**src/dscl_pkg.sv**
```systemverilog
// package: shared constants for the serial converter command loader
package dscl_pkg;
    localparam int          WORD_BITS   = 16;
    localparam int          CODE_BITS   = 12;
    localparam int          CNT_W       = 5;
    // word layout, msb first
    localparam int          CMD2_POS    = 15;
    localparam int          CMD1_POS    = 14;
    localparam int          CMD0_POS    = 13;
    localparam int          CODE_MSB    = 12;
    localparam int          CODE_LSB    = 1;
    localparam int          SUB_POS     = 0;
    localparam logic [11:0] CODE_RESET  = 12'h000;
    localparam logic [11:0] CODE_MID    = 12'h800;
    // timing: host shift clock half period and select guard times
    localparam int          CLK_MHZ     = 200;
    localparam int          SCLK_MAX_MHZ = 10;
    localparam int          HALF_NS     = 50;
    localparam int          GUARD_NS    = 100;
    localparam int          HALF_CYC    = (HALF_NS * CLK_MHZ + 999) / 1000;
    localparam int          GUARD_CYC   = (GUARD_NS * CLK_MHZ + 999) / 1000;
    localparam int          TIM_W       = 8;
    // apb register map of the host controller
    localparam logic [7:0]  REG_DATA    = 8'h00;
    localparam logic [7:0]  REG_CTRL    = 8'h04;
    localparam logic [7:0]  REG_STAT    = 8'h08;
    localparam int          CTRL_GO     = 0;
    localparam int          STAT_BUSY   = 0;
endpackage

```
**src/dscl_if.sv**
```systemverilog
// interface: three-wire serial link between host and converter
`timescale 1ns/10ps
interface dscl_if;
    logic select_n;
    logic shift_clock;
    logic serial_in;
    modport host (output select_n, output shift_clock, output serial_in);
    modport dev  (input select_n, input shift_clock, input serial_in);
endinterface

```
**src/dscl_host.sv**
```systemverilog
// module: host end, apb slave that serialises command words
`timescale 1ns/10ps
module dscl_host
    import dscl_pkg::*;
(
    input  wire logic        clk_in,
    input  wire logic        nrst_in,
    input  wire logic        psel_in,
    input  wire logic        penable_in,
    input  wire logic        pwrite_in,
    input  wire logic [7:0]  paddr_in,
    input  wire logic [31:0] pwdata_in,
    output logic      [31:0] prdata_out,
    output logic             pready_out,
    output logic             pslverr_out,
    dscl_if.host             link
);
    typedef enum logic [1:0] {IDLE, SETUP, SHIFT, HOLD} dscl_st_e;
    dscl_st_e             st_q;
    logic [WORD_BITS-1:0] word_q, tx_q;
    logic [CNT_W-1:0]     bits_q;
    logic [TIM_W-1:0]     tim_q;
    logic                 acc, go;

    // ------------------------------------------------------------
    // apb slave, zero wait states
    // ------------------------------------------------------------
    assign acc = psel_in && penable_in;
    // start only when idle and the select high gap has run out; a go while busy is dropped
    assign go  = acc && pwrite_in && paddr_in == REG_CTRL && pwdata_in[CTRL_GO]
                 && st_q == IDLE && tim_q == '0;

    always_ff @(posedge clk_in) begin
        if (!nrst_in) begin
            word_q <= '0;
        end else if (acc && pwrite_in && paddr_in == REG_DATA) begin
            word_q <= pwdata_in[WORD_BITS-1:0];
        end
    end

    // read mux and answer, registered for flop outputs
    always_ff @(posedge clk_in) begin
        if (!nrst_in) begin
            prdata_out  <= '0;
            pready_out  <= 1'b0;
            pslverr_out <= 1'b0;
        end else begin
            pready_out  <= psel_in && !penable_in;
            pslverr_out <= psel_in && !penable_in && paddr_in != REG_DATA
                           && paddr_in != REG_CTRL && paddr_in != REG_STAT;
            prdata_out  <= '0;
            if (psel_in && !penable_in && !pwrite_in) begin
                if (paddr_in == REG_DATA)
                    prdata_out <= {16'h0000, word_q};
                else if (paddr_in == REG_STAT)
                    prdata_out <= {31'h0000_0000, (st_q != IDLE) || (tim_q != '0)};
            end
        end
    end

    // ------------------------------------------------------------
    // serialiser: shift clock of about 9.09 MHz (110 ns period) from 200 MHz clock
    // ------------------------------------------------------------
    always_ff @(posedge clk_in) begin
        if (!nrst_in) begin
            st_q             <= IDLE;
            tx_q             <= '0;
            bits_q           <= '0;
            tim_q            <= '0;
            link.select_n    <= 1'b1;
            link.shift_clock <= 1'b0;
            link.serial_in   <= 1'b0;
        end else begin
            case (st_q)
                IDLE: begin
                    if (go) begin
                        // sub_bit forced low
                        tx_q             <= {word_q[WORD_BITS-1:1], 1'b0};
                        link.select_n    <= 1'b0;
                        link.serial_in   <= word_q[WORD_BITS-1];
                        tim_q            <= TIM_W'(GUARD_CYC);
                        bits_q           <= '0;
                        st_q             <= SETUP;
                    end else if (tim_q != '0) begin
                        // select stays high for the gap before another word
                        tim_q <= tim_q - 1'b1;
                    end
                end
                SETUP: begin
                    if (tim_q == 0) begin
                        link.shift_clock <= 1'b1;
                        tim_q            <= TIM_W'(HALF_CYC);
                        st_q             <= SHIFT;
                    end else begin
                        tim_q <= tim_q - 1'b1;
                    end
                end
                SHIFT: begin
                    // half period of 55 ns (HALF_CYC plus one cycle) gives a clock of about 9.09 MHz
                    if (tim_q != 0) begin
                        tim_q <= tim_q - 1'b1;
                    end else if (link.shift_clock) begin
                        link.shift_clock <= 1'b0;
                        tx_q             <= {tx_q[WORD_BITS-2:0], 1'b0};
                        link.serial_in   <= tx_q[WORD_BITS-2];
                        bits_q           <= bits_q + 1'b1;
                        tim_q            <= TIM_W'(HALF_CYC);
                        if (bits_q == CNT_W'(WORD_BITS - 1)) begin
                            st_q  <= HOLD;
                            tim_q <= TIM_W'(GUARD_CYC);
                        end
                    end else begin
                        link.shift_clock <= 1'b1;
                        tim_q            <= TIM_W'(HALF_CYC);
                    end
                end
                HOLD: begin
                    // select stays low for all sixteen bits, then rises
                    if (tim_q == 0) begin
                        link.select_n <= 1'b1;
                        tim_q         <= TIM_W'(GUARD_CYC);
                        st_q          <= IDLE;
                    end else begin
                        tim_q <= tim_q - 1'b1;
                    end
                end
                default: st_q <= IDLE;
            endcase
        end
    end
endmodule

```
**src/flat_wrapper.sv**
```systemverilog
// flat-port wrapper written by rule: the top's interface ports become plain ports
module dscl_host_flat import dscl_pkg::*;
  (clk_in, nrst_in, psel_in, penable_in, pwrite_in, paddr_in, pwdata_in, prdata_out, pready_out, pslverr_out, link_select_n, link_shift_clock, link_serial_in);
  dscl_if link_i ();
  input  wire logic clk_in;
  input  wire logic nrst_in;
  input  wire logic psel_in;
  input  wire logic penable_in;
  input  wire logic pwrite_in;
  input  wire logic [7:0] paddr_in;
  input  wire logic [31:0] pwdata_in;
  output logic      [31:0] prdata_out;
  output logic pready_out;
  output logic pslverr_out;
  output wire logic [$bits(link_i.select_n)-1:0] link_select_n;
  output wire logic [$bits(link_i.shift_clock)-1:0] link_shift_clock;
  output wire logic [$bits(link_i.serial_in)-1:0] link_serial_in;
  assign link_select_n = link_i.select_n;
  assign link_shift_clock = link_i.shift_clock;
  assign link_serial_in = link_i.serial_in;
  dscl_host u_core (.clk_in(clk_in), .nrst_in(nrst_in), .psel_in(psel_in), .penable_in(penable_in), .pwrite_in(pwrite_in), .paddr_in(paddr_in), .pwdata_in(pwdata_in), .prdata_out(prdata_out), .pready_out(pready_out), .pslverr_out(pslverr_out), .link(link_i));
endmodule
```
**config.mk**
```make
export PLATFORM = sky130hd
export DESIGN_NAME = dscl_host_flat
export DESIGN_NICKNAME = d
export VERILOG_FILES = /design/src/dscl_pkg.sv /design/src/dscl_if.sv /design/src/dscl_host.sv /design/src/flat_wrapper.sv
export SDC_FILE = /design/constraint.sdc
export NUM_CORES = 1
export LEC_CHECK = 0
export ABC_AREA = 1
export BUFFER_PORTS_ARGS = -buffer_cell sky130_fd_sc_hd__buf_2
export CAP_MARGIN = 20
export CORE_ASPECT_RATIO = 0.5
export CORE_MARGIN = 1
export CORE_UTILIZATION = 35
export CTS_BUF_LIST = sky130_fd_sc_hd__clkbuf_8
export DETAILED_ROUTE_END_ITERATION = 6
export PLACE_DENSITY = 0.56
export SYNTH_ARGS = -nofsm -noshare
export SYNTH_HDL_FRONTEND = slang
export SYNTH_SLANG_ARGS = --single-unit
```
**constraint.sdc**
```tcl
create_clock -name clk_in -period 2.4 [get_ports clk_in]
set_input_delay 0 -clock clk_in [delete_from_list [all_inputs] [get_ports clk_in]]
set_output_delay 0 -clock clk_in [all_outputs]
set_load 0.05 [all_outputs]
```
==> results of run 1 <==
==> metal layers <==
layer | global-route usage [%] | vias to the layer above | share of wire, %
met5 | 0 | - | 0
met2 | 26.3 | 44 | 46
met1 | 19.9 | 1300 | 49
met4 | 7.45 | 0 | 2.0
li1 | - | 1538 | -
met3 | 4.97 | 15 | 2.7
==> metrics by stage <==
| stage | utilization, % | instances | worst slack (ps) | power [mW] |
|---|---|---|---|---|
| 3_3_place_gp | 39.4 | 606 | 485 | 2.66 |
| 4_1_cts | 43.9 | 641 | 206 | 3.63 |
| 3_5_place_dp | 39.4 | 606 | 475 | 2.66 |
| 2_1_floorplan | - | 470 | 739 | 2.49 |
| 5_1_grt | 44.0 | 641 | 97.3 | 3.91 |
| 6_report | 44.0 | 641 | 322 | 3.59 |
==> flip-flops by register name (all words and copies together), names as in the netlist <==
signal,cells
u_core.pready_out,1
u_core.st_q,2
u_core.bits_q,5
u_core.pslverr_out,1
u_core.word_q,16
u_core.tim_q,8
u_core.link.serial_in,1
u_core.tx_q,14
u_core.link.select_n,1
u_core.link.shift_clock,1
u_core.prdata_out,16
==> Yosys cell counts, drive strengths merged, types with 2 or more instances <==
cell type,number
nor3,19
a211oi,2
nand4,3
a21oi,25
inv,50
buf,24
nor2,104
clkbuf,12
nand2,65
ha,8
xor2,5
nand3,40
o21ai,22
dfxtp,66
==> logic make-up after synthesis <==
logic type / share of synthesized area [%]
AOI/OAI and AO/OA: 9.45
xor gates and xnor gates: 1.37
adders and majority gates: 3.12
buffers and inverters: 13.2
DFF: 41.2
other: 0.117
and+or+nand+nor: 31.6
==> worst max-delay path by stage <==
stage               cells past startpoint                     to       startpoint  slack (ps)
finish                                 10   u_core.prdata_out[0]  u_core.tim_q[0]         320
global route                           10   u_core.prdata_out[0]  u_core.tim_q[0]         100
CTS                                    10   u_core.prdata_out[0]  u_core.tim_q[0]         210
detailed placement                     10        u_core.tx_q[10]  u_core.tim_q[0]         480
global placement                       10       u_core.bits_q[0]  u_core.tim_q[0]         480
floorplan                              10  u_core.link.serial_in   u_core.st_q[0]         740
==> what timing repair did <==
| action | 4_1_cts | 5_1_grt |
|---|---|---|
| hold buffers | 20 | 0 |
| hold endpoints to repair | 19 | 0 |
| endpoints found under the setup margin | 0 | 1 |
| resized for setup | 0 | 1 |
==> tightest hold or removal path, stage by stage <==
cell and delay (ps):
buf_2 110, inv_1 60, nor3_1 50, o21ai_0 70, nor3_1 50
==> power by group through the flow <==
stage	clock (mW)	sequential, mW	combinational [mW]
2_1_floorplan	0	1.34	1.15
3_3_place_gp	0	1.32	1.34
3_5_place_dp	0	1.32	1.34
4_1_cts	0.959	1.30	1.37
5_1_grt	1.02	1.31	1.58
6_report	0.924	1.30	1.37
==> cell type report <==
| type | count | area [µm²] |
|---|---|---|
| fill | 915 | 4930 |
| multi-input combinational | 317 | 1520 |
| sequential | 66 | 1320 |
| timing repair buffer | 75 | 490 |
| inverter | 51 | 193 |
| tap | 117 | 146 |
| clock buffer | 10 | 138 |
| clock inverter | 5 | 55.1 |
==> flow_summary.ini, run 1 <==
[status]
outcome = finished, final reports clean

[drt]
first_iter_violations = 113
vias = 2897
first_pass_iters = 4
post_drt_wl_per_cell_um = 10.9
routed_wirelength_mm = 6.97
route.detailed.drc = 0
routed_via_density = 4.52
ant_nets = 0

[yosys]
yosys.area.top_type_share_pct = 41.2
avgSynthCellArea_um2 = 7.05
synth-seq-cells = 66
synthTopCellsByArea = dfxtp_1, nor2_1, nand2_1, nand3_1, inv_1
netlist_instances = 455
synth_edf_count = 0
synthDistinctLibCells = 34
synth_flop_cell = dfxtp_1
yosysWarnings = 0
synth.cell_area_um2 = 3210
ys_seq_area_share_pct = 41.2
synth_top_cell_by_area = dfxtp_1
async_reset_ff_share_pct = 0

[global_routing]
grt_max_degree = 38
grt_use_total_pct = 16.3
overflow = 0
grt_pass1_vias = 2664
grt_pass1_wl_mm = 12.1
antenna_found_initial = 0

[clock_tree]
cts_setup_buffers = 0
numCtsBuffers = 9
cts.sinks = 66
clock_path_buffers = 2
insertion_delay_ps = 340
clk_pin_slew_worst_paths_ps = 70
htree_levels = 3
cts_tree = done
clock-root-buffer = clkbuf_8

[placement]
port_buffers = 49
place_area_um2 = 3470
place.gp.congestion = 0.780
hpwl_mm = 4.63

[timing]
fmax_mhz = 481
relSlewSlack_pct = 60.1
fin_crit_ps = 2080
post-route-period-util_pct = 86.6
setup_violations = 0
fin_tns_setup_ps = 0
hold_viol_final = 0
drv_slew = 0
rsz0062_at_grt = false
tightest_slew_ps = 597
clock_skew_ps = 8.24
worst_hold_slack_ps = 52.9

[power_and_ir_drop]
combPwrFrac_pct = 38.1
p_int_mw = 2.18
vdd_drop_max_uv = 394
swShare_pct = 39.4
p_sw_mw = 1.41
leakage_nw = 1.80
clkPwrFrac_pct = 25.7
p_seq_share_pct = 36.1
power.density_nw_per_um2 = 928

[setup_path]
required_ps = 2690
startpoint_type = register
cp_num_buf_inv = 4
reg2reg_from = u_core.tim_q[0]
critPathKind = register to register
cp_top_family = buffers and inverters
path_cells = inv_1, ha_1, nand2_1, inv_2, nand2_4, inv_2, nand2_1, nand2_1, o31ai_1, dlygate4sd3_1
slowest_delay_ps = 560
reg2reg_to = u_core.prdata_out[0]
timing.reg2reg.setup_slack_ps = 320
worstPathMaxFanout = 11
r2r_cells = 10
cp_common_cell = nand2_1
cp-end-kind = register
worstPathArrival_ps = 2370
cpMaxStageDelayCell = dlygate4sd3_1

[cells_and_area]
nets = 573
final_area_um2 = 3870
drive_gt1_share_pct = 16.4
final_cell_mix = nor2_1, dfxtp_1, nand2_1, buf_2, inv_1
area_growth_pct = 20.6
antenna_cells = 0
layout_commonest_cell = nor2_1

[min_path]
min_to = u_core.pslverr_out
min_path_cells = 5
hp-class = input port to register
min_from = psel_in

[floorplanning]
num_rows = 24
die_h_um = 69.7
fp.dieArea_um2 = 9570
core_area_um2 = 8800
ios = 82
fp.dieW_um = 137
start_util_pct = 36.4

[job]
maxCapViolCount = 0
Power figures use the tool's default switching activity.
==> run 2, diff against run 1 <==
==> constraint.sdc (replaced) <==
create_clock -name clk_in -period 2.05 [get_ports clk_in]
set_input_delay 0 -clock clk_in [delete_from_list [all_inputs] [get_ports clk_in]]
set_output_delay 0 -clock clk_in [all_outputs]
set_load 0.05 [all_outputs]
==> run 2 against run 1 <==
  * First-iteration DRC count decreased by 12%
  * Clock skew increased by 2.1 ps
  * Critical path depth increased by 1
  * Critical path type unchanged
  * Critical endpoint is now u_core.link.select_n
  * Global-route usage decreased by 0.084 points
  * Setup slack got worse by 77 ps
==> flow_summary.ini, run 2 (synthesis results as in run 1) <==
[status]
outcome = finished, final reports clean

[cells_and_area]
drive_gt1_share_pct = 16.6
fin_util_pct = 43.8
antenna_cells = 0
ff_latch_area_um2 = 1320
multi_input_area_um2 = 1520
fill_cells = 955
area_growth_pct = 20.3
top_regs = u_core.prdata_out x16, u_core.word_q x16, u_core.tx_q x14
final_cell_mix = nor2_1, dfxtp_1, nand2_1, buf_2, inv_1
layout_commonest_cell = nor2_1
nets = 575

[clock_tree]
clk_pin_slew_worst_paths_ps = 60
clock-root-buffer = clkbuf_8
cts.sinks = 66
insertion_delay_ps = 350
clock_path_buffers = 2
htree_levels = 3
cts_tree = done
cts_setup_buffers = 0
numCtsBuffers = 9

[setup_path]
worstPathArrival_ps = 2020
cp-end-kind = register
worstPathMaxFanout = 11
path_cells = inv_1, ha_1, nand2_1, inv_2, nand2_2, inv_2, nand2_1, nor2_2, inv_1, nand3_1, nand3_1
cp.depth = 11
critPathKind = register to register
required_ps = 2270
slowest_delay_ps = 310
r2r_cells = 11
startpoint_type = register
cpMaxStageDelayCell = dfxtp_1
cp_top_family = simple AND/OR/NAND/NOR gates
cp_num_buf_inv = 4

[drt]
first_pass_iters = 4
vias = 2856
post_drt_wl_per_cell_um = 10.8
routed_via_density = 4.45
route.detailed.drc = 0
first_iter_violations = 100
routed_wirelength_mm = 6.93
ant_nets = 0

[timing]
drv_slew = 0
hold_viol_final = 0
relSlewSlack_pct = 59.7
post-route-period-util_pct = 88.1
worst_hold_slack_ps = 40.2
fmax_mhz = 554
fin_tns_setup_ps = 0
fin_crit_ps = 1810
clock_skew_ps = 10.4
setup_violations = 0
worst_slack_ps = 245
tightest_slew_ps = 603
rsz0062_at_grt = false

[floorplanning]
num_rows = 24
start_util_pct = 36.4
fp.dieArea_um2 = 9570
ios = 82
die_h_um = 69.7
fp.dieW_um = 137
core_area_um2 = 8800

[power_and_ir_drop]
p_int_mw = 2.43
p_seq_share_pct = 37.2
leakage_nw = 1.79
swShare_pct = 40.3
vdd_drop_max_uv = 349
clkPwrFrac_pct = 23.4
p_sw_mw = 1.64
power.density_nw_per_um2 = 1060
combPwrFrac_pct = 39.4

[placement]
port_buffers = 49
place.gp.congestion = 0.779
dp_slack_ps = 173
hpwl_mm = 4.66

[global_routing]
grt_pass1_vias = 2719
overflow = 0
antenna_found_initial = 0
grt_max_degree = 38
grt_use_total_pct = 16.2
grt_pass1_wl_mm = 12.2

[job]
maxCapViolCount = 0

[min_path]
hp-class = input port to register
min_path_cells = 5
==> run 2: path summary, 6_finish.rpt <==
path | startpoint | end | slack (ps)
max | u_core.tim_q[0] | u_core.link.select_n | 240
min | psel_in | u_core.pslverr_out | 40
max reg2reg | u_core.tim_q[0] | u_core.link.select_n | 240
min reg2reg | u_core.word_q[6] | u_core.prdata_out[6] | 450
==> run 2: final cells by class <==
class,instances,area share (%)
multi-input combinational,317,39.4
sequential,66,34.3
timing repair buffer,77,13.2
inverter,51,5.03
tap,117,3.79
clock buffer,10,3.57
clock inverter,4,0.746
==> run 2: worst reg2reg max path: cells and delay by family (launching register included) <==
| family | cells | cell delay, ps |
|---|---|---|
| AND/OR/NAND/NOR | 6 | 760 |
| flip-flops | 1 | 310 |
| adder cells (fa/ha/maj) | 1 | 190 |
| buffers and inverters | 4 | 420 |
==> run 2: through the flow <==
step | cell area, µm² | std cells | power (mW)
2_1_floorplan | 3260 | 470 | 2.91
3_3_place_gp | 3480 | 607 | 3.13
3_5_place_dp | 3480 | 607 | 3.13
4_1_cts | 3850 | 642 | 4.13
5_1_grt | 3860 | 642 | 4.44
6_report | 3860 | 642 | 4.08
==> run 2: power groups by stage <==
stage	combinational (mW)	clock, mW	sequential, mW
floorplan	1.34	0	1.57
global placement	1.58	0	1.55
detailed placement	1.58	0	1.55
CTS	1.62	0.992	1.52
global route	1.85	1.05	1.54
finish	1.61	0.953	1.52
==> run 2: timing repair <==
action                                  in CTS  in global routing
hold buffers                                21                  0
endpoints found under the setup margin       0                  3
endpoints found under the hold margin       19                  0
resized for setup                            0                  2
==> run 2: layer usage <==
metal | global-route usage [%] | part of all wire (%)
met1 | 20.0 | 50
met4 | 6.23 | 1.6
met2 | 26.4 | 45
met5 | 0 | 0
met3 | 4.97 | 3.3
